File: config.mk
export PLATFORM = sky130hd
export DESIGN_NAME = tocc_top
export DESIGN_NICKNAME = d
export VERILOG_FILES = /design/src/hdl/tocc_pkg.sv /design/src/hdl/tocc_channel.sv /design/src/hdl/tocc_top.sv
export SDC_FILE = /design/constraint.sdc
export NUM_CORES = 1
export LEC_CHECK = 0
export BUFFER_PORTS_ARGS = -buffer_cell sky130_fd_sc_hd__buf_2
export CAP_MARGIN = 10
export CORE_MARGIN = 1
export CORE_UTILIZATION = 55
export DETAILED_ROUTE_END_ITERATION = 8
export PLACE_DENSITY_LB_ADDON = 0.1
export SLEW_MARGIN = 25
export SYNTH_ARGS = -nofsm -noshare
export SYNTH_HDL_FRONTEND = slang
export SYNTH_HIERARCHICAL = 1
export SYNTH_SLANG_ARGS = --single-unit
File: constraint.sdc
create_clock -name MCLK_IN -period 3.8 [get_ports MCLK_IN]
set_clock_uncertainty 0.15 [all_clocks]
set_input_delay 0.19 -clock MCLK_IN [delete_from_list [all_inputs] [get_ports MCLK_IN]]
set_output_delay 0.19 -clock MCLK_IN [all_outputs]
set_load 0.01 [all_outputs]
File: src/hdl/tocc_pkg.sv
// Package of register layout and encodings for the two-channel compare control
package tocc_pkg;
   localparam logic [7:0] CTL01_OFFSET = 8'h18;
   localparam logic [31:0] CTL01_RESET = 32'h00000000;
   localparam int CH_STRIDE = 8;
   localparam int DIR_LSB = 0;
   localparam int FAST_BIT = 2;
   localparam int SHADOW_BIT = 3;
   localparam int MODE_LSB = 4;
   localparam int CLEAR_BIT = 7;
   localparam int CNT_W = 16;
   localparam logic [1:0] DIR_OUTPUT = 2'h0;
   localparam logic [1:0] LOCK_FULL = 2'h3;
   typedef enum logic [2:0] {
      MODE_TIMING = 3'b000,
      MODE_SET = 3'b001,
      MODE_CLEAR = 3'b010,
      MODE_TOGGLE = 3'b011,
      MODE_LOW = 3'b100,
      MODE_HIGH = 3'b101,
      MODE_PWM0 = 3'b110,
      MODE_PWM1 = 3'b111
   } tocc_mode_e;
endpackage : tocc_pkg

File: src/hdl/tocc_channel.sv
// One compare channel: shadowed compare value and output prepare level
`timescale 1ns/1ps
`default_nettype none
module tocc_channel
   import tocc_pkg::*;
(
   input wire logic clk_in,
   input wire logic rst_in,
   input wire logic [2:0] mode_in,
   input wire logic [1:0] dir_in,
   input wire logic shadow_in,
   input wire logic fast_in,
   input wire logic clear_en_in,
   input wire logic [CNT_W-1:0] count_in,
   input wire logic count_tick_in,
   input wire logic count_down_in,
   input wire logic [CNT_W-1:0] cmp_wdata_in,
   input wire logic cmp_we_in,
   input wire logic update_in,
   input wire logic trig_edge_in,
   input wire logic ext_trig_in,
   output logic prep_out,
   output logic match_out,
   output logic [CNT_W-1:0] active_cmp_out
);
   logic [CNT_W-1:0] buf_q;
   logic prep_q;
   logic prep_d;
   logic is_pwm;
   logic pwm_level;
   logic cmp_hit;

   always_ff @(posedge clk_in or posedge rst_in)
   begin
      if (rst_in)
      begin
         buf_q <= '0;
         active_cmp_out <= '0;
      end
      else
      begin
         if (cmp_we_in)
            buf_q <= cmp_wdata_in;
         // Without shadow the written value takes effect at once
         if (cmp_we_in && !shadow_in)
            active_cmp_out <= cmp_wdata_in;
         else if (update_in && shadow_in)
            active_cmp_out <= buf_q;
      end
   end

   assign cmp_hit = count_tick_in && (count_in == active_cmp_out);
   assign is_pwm = (mode_in == MODE_PWM0) || (mode_in == MODE_PWM1);

   always_comb
   begin
      pwm_level = 1'b0;
      if (!count_down_in)
         pwm_level = (count_in < active_cmp_out);
      else
         pwm_level = !(count_in > active_cmp_out);
      if (mode_in == MODE_PWM1)
         pwm_level = !pwm_level;
      // Fast path: trigger edge forces the compare level at once
      if (fast_in && trig_edge_in)
         pwm_level = (mode_in == MODE_PWM0) ? 1'b0 : 1'b1;
   end

   always_comb
   begin
      prep_d = prep_q;
      case (mode_in)
         MODE_TIMING: prep_d = prep_q;
         MODE_SET: if (cmp_hit) prep_d = 1'b1;
         MODE_CLEAR: if (cmp_hit) prep_d = 1'b0;
         MODE_TOGGLE: if (cmp_hit) prep_d = !prep_q;
         MODE_LOW: prep_d = 1'b0;
         MODE_HIGH: prep_d = 1'b1;
         default: prep_d = pwm_level;
      endcase
      if (clear_en_in && ext_trig_in)
         prep_d = 1'b0;
      if (dir_in != DIR_OUTPUT)
         prep_d = prep_q;
   end

   always_ff @(posedge clk_in or posedge rst_in)
   begin
      if (rst_in)
         prep_q <= 1'b0;
      else
         prep_q <= prep_d;
   end

   assign prep_out = prep_q;
   assign match_out = cmp_hit;

   a_force_high: assert property (@(posedge clk_in) disable iff (rst_in)
      (mode_in == MODE_HIGH && dir_in == DIR_OUTPUT && !(clear_en_in && ext_trig_in))
      |=> prep_q)
      else $error("Force high not taken");
   a_force_low: assert property (@(posedge clk_in) disable iff (rst_in)
      (mode_in == MODE_LOW && dir_in == DIR_OUTPUT) |=> !prep_q)
      else $error("Force low not taken");
   a_clear_ext: assert property (@(posedge clk_in) disable iff (rst_in)
      (clear_en_in && ext_trig_in && dir_in == DIR_OUTPUT) |=> !prep_q)
      else $error("External clear not taken");
   a_timing_hold: assert property (@(posedge clk_in) disable iff (rst_in)
      (mode_in == MODE_TIMING && !(clear_en_in && ext_trig_in)) |=> $stable(prep_q))
      else $error("Timing mode changed level");
   a_toggle_hit: assert property (@(posedge clk_in) disable iff (rst_in)
      (mode_in == MODE_TOGGLE && cmp_hit && dir_in == DIR_OUTPUT
       && !(clear_en_in && ext_trig_in)) |=> prep_q != $past(prep_q))
      else $error("Toggle on match missing");
   a_shadow_load: assert property (@(posedge clk_in) disable iff (rst_in)
      (update_in && shadow_in && !cmp_we_in) |=> active_cmp_out == $past(buf_q))
      else $error("Shadow not loaded on update");
   a_shadow_hold: assert property (@(posedge clk_in) disable iff (rst_in)
      (shadow_in && !update_in) |=> $stable(active_cmp_out))
      else $error("Active compare moved without update");
   a_pwm0_up: assert property (@(posedge clk_in) disable iff (rst_in)
      (mode_in == MODE_PWM0 && !count_down_in && dir_in == DIR_OUTPUT && !fast_in
       && !clear_en_in) |=> prep_q == $past(count_in < active_cmp_out))
      else $error("PWM0 level wrong");
   a_fast_match: assert property (@(posedge clk_in) disable iff (rst_in)
      (mode_in == MODE_PWM0 && fast_in && trig_edge_in && dir_in == DIR_OUTPUT
       && !(clear_en_in && ext_trig_in)) |=> !prep_q)
      else $error("Fast trigger match not taken");
   c_toggle: cover property (@(posedge clk_in) mode_in == MODE_TOGGLE && cmp_hit);
   c_pwm1: cover property (@(posedge clk_in) mode_in == MODE_PWM1 && $changed(prep_q));
   c_fast: cover property (@(posedge clk_in) fast_in && trig_edge_in && is_pwm);
endmodule : tocc_channel
`default_nettype wire

File: src/hdl/tocc_top.sv
// Two-channel output compare control with register port
// Notes on behaviour
// - Direction field chooses output or input source
// - Direction writable only while channel disabled
// - Clear enable with external trigger drives low
// - Output prepare is active high
// - Timing mode holds the output prepare level
// - Match sets, clears or toggles per mode
// - Modes 100/101 force low or high
// - PWM0 high below compare counting up
// - PWM1 is PWM0 inverted
// - PWM level follows comparison changes and, with fast enable, trigger edges
// - Full lock freezes mode and shadow bits while direction is output
// - Shadow buffers compare value until update
// - Fast enable: trigger edge acts as match in PWM modes only
// - Channel 1 fields mirror channel 0 above
// - Channel 0 direction in bits 1:0
`timescale 1ns/1ps
`default_nettype none
module tocc_top
   import tocc_pkg::*;
(
   input wire logic MCLK_IN,
   input wire logic RST_IN,
   input wire logic [7:0] ADDR_IN,
   input wire logic [31:0] WDATA_IN,
   input wire logic WR_IN,
   input wire logic RD_IN,
   output logic [31:0] RDATA_OUT,
   input wire logic [CNT_W-1:0] COUNTER_VALUE_IN,
   input wire logic COUNT_TICK_IN,
   input wire logic COUNT_DOWN_IN,
   input wire logic UPDATE_IN,
   input wire logic TRIGGER_EDGE_IN,
   input wire logic FILTERED_EXTERNAL_TRIGGER_IN,
   input wire logic [1:0] CHANNEL_ENABLE_IN,
   input wire logic [1:0] LOCK_LEVEL_IN,
   input wire logic [1:0] CMP_WE_IN,
   input wire logic [CNT_W-1:0] CMP_WDATA_IN,
   output logic [1:0] OUTPUT_PREPARE_OUT,
   output logic [1:0] COMPARE_MATCH_OUT,
   output logic [2*CNT_W-1:0] ACTIVE_COMPARE_OUT
);
   logic [15:0] ctl_q;
   logic [1:0] ext_sync_q;
   logic [1:0] trig_sync_q;
   logic trig_prev_q;
   logic ext_trig;
   logic trig_edge;
   logic ctl_sel;

   // Pin inputs through two flip-flops before use
   always_ff @(posedge MCLK_IN or posedge RST_IN)
   begin
      if (RST_IN)
      begin
         ext_sync_q <= 2'h0;
         trig_sync_q <= 2'h0;
         trig_prev_q <= 1'b0;
      end
      else
      begin
         ext_sync_q <= {ext_sync_q[0], FILTERED_EXTERNAL_TRIGGER_IN};
         trig_sync_q <= {trig_sync_q[0], TRIGGER_EDGE_IN};
         trig_prev_q <= trig_sync_q[1];
      end
   end
   assign ext_trig = ext_sync_q[1];
   assign trig_edge = trig_sync_q[1] && !trig_prev_q;

   assign ctl_sel = (ADDR_IN == CTL01_OFFSET);

   // Register write with per-field protection
   always_ff @(posedge MCLK_IN or posedge RST_IN)
   begin
      if (RST_IN)
         ctl_q <= CTL01_RESET[15:0];
      else if (WR_IN && ctl_sel)
      begin
         for (int c = 0; c < 2; c++)
         begin
            // Direction may only change while the channel is off
            if (!CHANNEL_ENABLE_IN[c])
               ctl_q[c*CH_STRIDE+DIR_LSB +: 2] <= WDATA_IN[c*CH_STRIDE+DIR_LSB +: 2];
            if (!(LOCK_LEVEL_IN == LOCK_FULL
                  && ctl_q[c*CH_STRIDE+DIR_LSB +: 2] == DIR_OUTPUT))
            begin
               ctl_q[c*CH_STRIDE+MODE_LSB +: 3] <= WDATA_IN[c*CH_STRIDE+MODE_LSB +: 3];
               ctl_q[c*CH_STRIDE+SHADOW_BIT] <= WDATA_IN[c*CH_STRIDE+SHADOW_BIT];
            end
            ctl_q[c*CH_STRIDE+FAST_BIT] <= WDATA_IN[c*CH_STRIDE+FAST_BIT];
            ctl_q[c*CH_STRIDE+CLEAR_BIT] <= WDATA_IN[c*CH_STRIDE+CLEAR_BIT];
         end
      end
   end

   // Read data one cycle later; upper bits and unmapped reads are zero
   always_ff @(posedge MCLK_IN or posedge RST_IN)
   begin
      if (RST_IN)
         RDATA_OUT <= 32'h00000000;
      else if (RD_IN && ctl_sel)
         RDATA_OUT <= {16'h0000, ctl_q};
      else
         RDATA_OUT <= 32'h00000000;
   end

   genvar g;
   generate
      for (g = 0; g < 2; g++)
      begin : g_ch
         // Same field layout per channel, offset by stride
         tocc_channel u_ch (
            .clk_in(MCLK_IN),
            .rst_in(RST_IN),
            .mode_in(ctl_q[g*CH_STRIDE+MODE_LSB +: 3]),
            .dir_in(ctl_q[g*CH_STRIDE+DIR_LSB +: 2]),
            .shadow_in(ctl_q[g*CH_STRIDE+SHADOW_BIT]),
            .fast_in(ctl_q[g*CH_STRIDE+FAST_BIT]),
            .clear_en_in(ctl_q[g*CH_STRIDE+CLEAR_BIT]),
            .count_in(COUNTER_VALUE_IN),
            .count_tick_in(COUNT_TICK_IN),
            .count_down_in(COUNT_DOWN_IN),
            .cmp_wdata_in(CMP_WDATA_IN),
            .cmp_we_in(CMP_WE_IN[g]),
            .update_in(UPDATE_IN),
            .trig_edge_in(trig_edge),
            .ext_trig_in(ext_trig),
            .prep_out(OUTPUT_PREPARE_OUT[g]),
            .match_out(COMPARE_MATCH_OUT[g]),
            .active_cmp_out(ACTIVE_COMPARE_OUT[g*CNT_W +: CNT_W])
         );
      end
   endgenerate

   a_dir_locked: assert property (@(posedge MCLK_IN) disable iff (RST_IN)
      (WR_IN && ctl_sel && CHANNEL_ENABLE_IN[0]) |=> $stable(ctl_q[1:0]))
      else $error("Direction changed while enabled");
   a_mode_locked: assert property (@(posedge MCLK_IN) disable iff (RST_IN)
      (LOCK_LEVEL_IN == LOCK_FULL && ctl_q[1:0] == DIR_OUTPUT) |=> $stable(ctl_q[6:3]))
      else $error("Locked mode field changed");
   a_read_data: assert property (@(posedge MCLK_IN) disable iff (RST_IN)
      (RD_IN && ctl_sel && !WR_IN) |=> RDATA_OUT == {16'h0000, $past(ctl_q)})
      else $error("Read data mismatch");
   c_write: cover property (@(posedge MCLK_IN) WR_IN && ctl_sel);
   c_lock: cover property (@(posedge MCLK_IN) WR_IN && ctl_sel && LOCK_LEVEL_IN == LOCK_FULL);
endmodule : tocc_top
`default_nettype wire

=== After elaboration in Yosys (flattened, before gate mapping) ===
Index checks and enable logic that the tools add are counted.
W data, S select, Z words.

* Bitwise logic cells: 6
* Reductions and logical operators: 38
* Muxes and demuxes: 23
* $lt $le $gt $ge: 4
* Add/sub/neg operators: 0
* $mul: 0
* Divide/modulo/power cells: 0
* Eq/ne operators: 26
* Shifts and indexed selects: 0

{| class="wikitable"
|+ Operators by type and width
! kind !! count
|-
| $mux W16 || 5
|-
| $eq A16 B16 Y1 || 2
|-
| $gt A16 B16 Y1 || 2
|-
| $lt A16 B16 Y1 || 2
|-
| $eq A3 B3 Y1 const B || 8
|-
| $ne A3 B1 Y1 const B || 6
|-
| $mux W1 || 16
|-
| $logic_and A1 B1 Y1 || 15
|-
| $eq A3 B2 Y1 const B || 4
|-
| $pmux W1 S6 || 2
|-
| $reduce_and A5 Y1 || 2
|-
| $logic_not A1 Y1 || 9
|-
| $eq A8 B5 Y1 const B || 1
|-
| $reduce_and A2 Y1 || 4
|-
| $reduce_bool A2 Y1 || 4
|-
| $eq A3 B1 Y1 const B || 2
|-
| $logic_not A3 Y1 || 2
|-
| $not A1 Y1 || 6
|-
| $logic_not A2 Y1 || 2
|-
| $ne A2 B1 Y1 const B || 2
|-
| $eq A2 B2 Y1 const B || 1
|}

* Bits in registers: 119
* Bits in latches: 0
* Word-level logic and storage cells: 112
* RAM bits: 0
* Memory bits (read-only): 0
* Bits of input ports: 87
* Memories kept: 0

=== Longest topological paths before layout ===
* Word-level depth: 8
* Mapped depth: 8
* Depth with buffers taken out: 8

=== Hierarchy ===
Netlist, hierarchy kept.

{| class="wikitable"
|+ By module, submodules not included
! module !! instances !! cells an instance !! sequential area each (sq um) !! area each (sq um)
|-
| tocc_channel || 2 || 183 || 825.8 || 1875.5
|-
| tocc_top || 1 || 99 || 925.9 || 1472.7
|}

=== Least setup slack after synthesis ===
OpenSTA, ideal clock, no wires.

* Kind: register to register
* Start: register g_ch[0].u_ch.active_cmp_out[14]
* End: register g_ch[0].u_ch.prep_q
* Period minus slack after synthesis: 2.545 ns
* Buffers on the path: 0
* Arrival: 2.274 ns
* Stages on the path, launching flop included: 9
* Path slack: 1.255 ns
* Library setup time: 0.120 ns
* Cell sequence: dfrtp_1 > inv_1 > ha_1 > nand4_1 > or4_4 > or3_1 > a211oi_2 > nor2b_1 > a41o_1

* Cells in the longest elaborated chain, start to end: 8

{| class="wikitable"
|+ Ends and longest elaborated chain
! item !! line !! text
|-
| start, declared || tocc_channel.sv:24 || <nowiki>output logic [CNT_W-1:0] active_cmp_out</nowiki>
|-
| start signal, assigned || tocc_channel.sv:46 || <nowiki>active_cmp_out <= cmp_wdata_in;</nowiki>
|-
| start signal, assigned || tocc_channel.sv:48 || <nowiki>active_cmp_out <= buf_q;</nowiki>
|-
| $gt A16 B16 Y1 || tocc_channel.sv:61 || <nowiki>pwm_level = !(count_in > active_cmp_out);</nowiki>
|-
| $logic_not A1 Y1 || tocc_channel.sv:61 ||
|-
| $mux W1 || tocc_channel.sv:58 || <nowiki>if (!count_down_in)</nowiki>
|-
| $logic_not A1 Y1 || tocc_channel.sv:63 || <nowiki>pwm_level = !pwm_level;</nowiki>
|-
| $mux W1 || tocc_channel.sv:62 || <nowiki>if (mode_in == MODE_PWM1)</nowiki>
|-
| $mux W1 || tocc_channel.sv:65 || <nowiki>if (fast_in && trig_edge_in)</nowiki>
|-
| $pmux W1 S6 || tocc_channel.sv:72 || <nowiki>case (mode_in)</nowiki>
|-
| $mux W1 || tocc_channel.sv:81 || <nowiki>if (clear_en_in && ext_trig_in)</nowiki>
|-
| end signal, assigned || tocc_channel.sv:92 || <nowiki>prep_q <= prep_d;</nowiki>
|-
| end, declared || tocc_channel.sv:27 || <nowiki>logic prep_q;</nowiki>
|}

Parallel ways exist; a longest one is shown, timed or not.
A chain may end at the register's enable or synchronous reset.

=== Worst setup path in the final report ===
Ends and elaborated chain as after synthesis.

==> reports/results.txt <==
largest fanout of any net on the critical path: 4
area of the core: 9240 um2
ordered cell list for the critical path: inv_1 -> ha_1 -> nand4_1 -> or4_4 -> or3_1 -> a211oi_2 -> nor2b_1 -> a41o_1
layout cell share with drive strength beyond 1: 0.3259
Clk Tree Root Cell: sky130_fd_sc_hd__clkbuf_8
estimated wirelength of the detail-placed design: 8.754 mm
biggest area contributors in the synthesized netlist: sky130_fd_sc_hd__dfrtp_1 (49%), sky130_fd_sc_hd__mux2_2 (10%), sky130_fd_sc_hd__ha_1 (7.7%), sky130_fd_sc_hd__mux2i_1 (6.1%), sky130_fd_sc_hd__o21ai_0 (3.8%)
classification of the worst-slack hold path: in2reg
1st-pass router iterations: 4
global-route wire length before repair: 19.84 mm
worst reg2reg path startpoint: g_ch[0].u_ch/active_cmp_out[14]
vias in the first global route: 4,051
net switching power of the design: 0.0006628 W
critical path buffer and inverter count: 1
final wirelength: 12.22 mm
Worst R2R Setup Slack: 1.06 ns
min Tclk post-route: 2.737 ns
number of buffers inserted by port buffering: 122
Switching Share: 0.2768
peak ir drop on the vdd network: 0.0002979 V
status: finished, final reports clean
die extent in y: 99.46 um
Post-route DRC: 0
per-instance average area after synthesis: 11.23 um2
unrepaired setup endpoints after global routing: no
cell-internal power: 0.001731 W
cell row count: 35
non-filler instance count after layout: 758
Clock Sink Count: 103
register bit count reported by yosys: 103
Cell variety after synth: 36
ratio of final minimum period to clock period: 0.7203
number of instances in the placed design: 707
Worst Path Arrival: 2.85 ns
number of levels in the clock H-tree: 3
startpoint types: flop
routability congestion estimate: 0.8056
f_max: 365.4 MHz
Slew headroom: 0.5147
residual overflow from global routing: 0
die area: 9891 um2
Crit Path Category: reg2reg
category of cells accounting for the largest share of critical-path delay: simple AND/OR/NAND/NOR gates
depth of the worst hold-timing path: 3
Hold Crit Endpoint: ctl_q[9]
critical path endpoint category: flop
worst hold path startpoint: CHANNEL_ENABLE_IN[1]
combinational group share of total power: 0.183
power per standard cell area: 369.2 nW/um2
initial cell density of the core: 0.5653
largest net degree at the start of global routing: 33
clock network fraction of design power: 0.299
Synthesis Warnings: 6
Detail Route Antenna Nets: 0
die extent in x: 99.46 um
fraction of synthesized cell area taken by the top area cell type: 0.4934
Via density: 5.244
measured slew at the worst slew-check pin: 0.7271 ns
Max Cap Viol: 0
number of antenna violations at the first check in global routing: 0
clock-pin slew on the worst setup and hold paths: 0.10 ns
final net count: 743
final hold viol count: 0
cell count of the worst reg-to-reg path: 8
gate count after technology mapping: 465
largest buffer count on any clock path: 2
final slew viol count: 0
leading area contributor after synthesis: sky130_fd_sc_hd__dfrtp_1
count of routing violations after the opening detailed-route iteration: 133
Clock Latency Late Sink: 0.36 ns
layout overhead on the synthesized area: 24.14%
Vias: 3,975
capture point of the worst reg-to-reg path: g_ch[0].u_ch/prep_out
count of antenna diodes in the layout: 0
total global routing track utilization: 0.2632
count of final setup violators: 0
peak per-stage delay on the critical path: 0.58 ns
clock buffers created by TritonCTS: 9
part of the total power dissipated in sequential elements: 0.518
sum of negative setup slack: 0 ns
average routed wire per standard cell: 16.12 um
Post-CTS Resized: 0
Mapped Area: 5224 um2
cell at the slowest stage of the critical path: sky130_fd_sc_hd__or4_4
sequential-to-total area share from yosys stat: 0.4934
critical path required time: 3.91 ns
CTS tree: yes
number of top-level pins: 155
reported leakage power: 3.445 nW
## worst min-delay path, delay by kind of cell
kind | cells | cell delay (ns)
multiplexers | 1 | 0.16
AND/OR/NAND/NOR | 1 | 0.13
buffers and inverters | 1 | 0.07
## per-stage QoR
step / setup WS (ns) / power (W) / util / hold WS (ns) / area [um2]
global route: 0.9189 / 0.002521 / 0.7018 / 0.06458 / 6485
detailed placement: 1.078 / 0.001670 / 0.6409 / 0.0003013 / 5922
global placement: 1.141 / 0.001648 / 0.6409 / 0.003135 / 5922
CTS: 1.062 / 0.002415 / 0.7013 / 0.03897 / 6480
floorplan: 1.255 / 0.001510 / - / 0.07143 / 5280
finish: 1.063 / 0.002394 / 0.7018 / 0.06152 / 6485
## sequential cells by signal (all words and copies together) (netlist names)
register,cells
trig_prev_q,1
ctl_q,16
g_ch.u_ch/buf_q,32
ext_sync_q,2
g_ch.u_ch/prep_out,2
RDATA_OUT,16
trig_sync_q,2
g_ch.u_ch/active_cmp_out,32
## kinds of logic after synthesis
kind of cell,synth area share
AND/OR/NAND/NOR,0.1214
flip-flops,0.4934
multiplexers,0.1648
AO/OA/AOI/OAI,0.07856
buffers and inverters,0.06108
adder cells (fa/ha/maj),0.07665
XOR/XNOR,0.003354
other,0.0007179
## repair_timing
item | CTS | global route
hold buffers | 35 | 0
hold endpoints to repair | 134 | 0
buffers inserted | 0 | 0
## placed cells by master (no fill, tap or decap), types with 3 or more instances in the layout
cell type,n
sky130_fd_sc_hd__inv_1,39
sky130_fd_sc_hd__and2_1,18
sky130_fd_sc_hd__nor3_1,4
sky130_fd_sc_hd__nor2_1,4
sky130_fd_sc_hd__clkbuf_8,11
sky130_fd_sc_hd__nand4b_1,4
sky130_fd_sc_hd__conb_1,16
sky130_fd_sc_hd__a21oi_1,20
sky130_fd_sc_hd__mux2_2,48
sky130_fd_sc_hd__buf_2,122
sky130_fd_sc_hd__o21ai_0,40
sky130_fd_sc_hd__nand4_1,6
sky130_fd_sc_hd__nand3_1,3
sky130_fd_sc_hd__dlygate4sd3_1,35
sky130_fd_sc_hd__dfrtp_1,103
sky130_fd_sc_hd__ha_1,32
sky130_fd_sc_hd__nor2b_1,3
sky130_fd_sc_hd__mux2i_1,32
sky130_fd_sc_hd__buf_4,5
sky130_fd_sc_hd__nand2_1,42
## Yosys cell counts
cell,n
sky130_fd_sc_hd__nand4_2,2
sky130_fd_sc_hd__nand2b_1,2
sky130_fd_sc_hd__nor4b_1,2
sky130_fd_sc_hd__nand3_1,3
sky130_fd_sc_hd__a2111oi_0,2
sky130_fd_sc_hd__nor2_1,4
sky130_fd_sc_hd__clkbuf_1,10
sky130_fd_sc_hd__nand3b_1,2
sky130_fd_sc_hd__a211oi_2,2
sky130_fd_sc_hd__dfrtp_1,103
sky130_fd_sc_hd__ha_1,32
sky130_fd_sc_hd__nand4bb_1,2
sky130_fd_sc_hd__nor4b_4,2
sky130_fd_sc_hd__nand4b_1,4
sky130_fd_sc_hd__conb_1,1
sky130_fd_sc_hd__buf_4,17
sky130_fd_sc_hd__a41o_1,2
sky130_fd_sc_hd__a21boi_0,2
sky130_fd_sc_hd__and2_1,18
sky130_fd_sc_hd__nor3_1,4
sky130_fd_sc_hd__o21ai_0,40
sky130_fd_sc_hd__a211oi_1,2
sky130_fd_sc_hd__mux2i_1,32
sky130_fd_sc_hd__nand2_1,44
sky130_fd_sc_hd__xnor2_1,2
sky130_fd_sc_hd__or4_4,2
sky130_fd_sc_hd__a21oi_1,20
sky130_fd_sc_hd__buf_1,2
sky130_fd_sc_hd__or3_1,2
sky130_fd_sc_hd__and4_2,2
sky130_fd_sc_hd__nor2b_1,5
sky130_fd_sc_hd__nand4_1,6
sky130_fd_sc_hd__mux2_2,48
sky130_fd_sc_hd__and3_2,1
sky130_fd_sc_hd__inv_1,39
sky130_fd_sc_hd__o221ai_1,2
## power groups by stage
| stage | Sequential, W | Clock [W] | Combinational [W] |
|---|---|---|---|
| finish | 0.00124 | 0.000716 | 0.000438 |
| global route | 0.00125 | 0.000776 | 0.000492 |
| CTS | 0.00124 | 0.000736 | 0.000439 |
| detailed placement | 0.00126 | 0 | 0.000408 |
| global placement | 0.00126 | 0 | 0.000392 |
| floorplan | 0.00126 | 0 | 0.000247 |
## area by class of cell
class | instances | area, um2
multi-input cells | 309 | 2394
well taps | 129 | 161.4
clock inverters | 4 | 52.55
flip-flops and latches | 103 | 2577
repair buffers | 162 | 998.5
fillers | 697 | 2755
inverters | 39 | 146.4
clock buffers | 12 | 155.1
## worst max-delay path by stage
stage                                                from                     to  slack [ns]  cells after the start
after floorplan           g_ch[0].u_ch/active_cmp_out[14]  g_ch[0].u_ch/prep_out        1.26                      8
after global placement    g_ch[0].u_ch/active_cmp_out[11]  g_ch[0].u_ch/prep_out        1.14                      8
after detailed placement  g_ch[0].u_ch/active_cmp_out[11]  g_ch[0].u_ch/prep_out        1.08                      8
after CTS                 g_ch[0].u_ch/active_cmp_out[11]  g_ch[0].u_ch/prep_out        1.06                      8
after global routing       g_ch[0].u_ch/active_cmp_out[9]  g_ch[0].u_ch/prep_out        0.92                      8
final                     g_ch[0].u_ch/active_cmp_out[14]  g_ch[0].u_ch/prep_out        1.06                      8
## per-layer routing
metal,global-route usage,share of wire,wire length [um]
met5,0,0,0
met2,0.4487,0.48,5901
met3,0.05411,0.053,652
met1,0.3355,0.44,5404
met4,0.09050,0.022,263
Power figures use the tool's default switching activity.
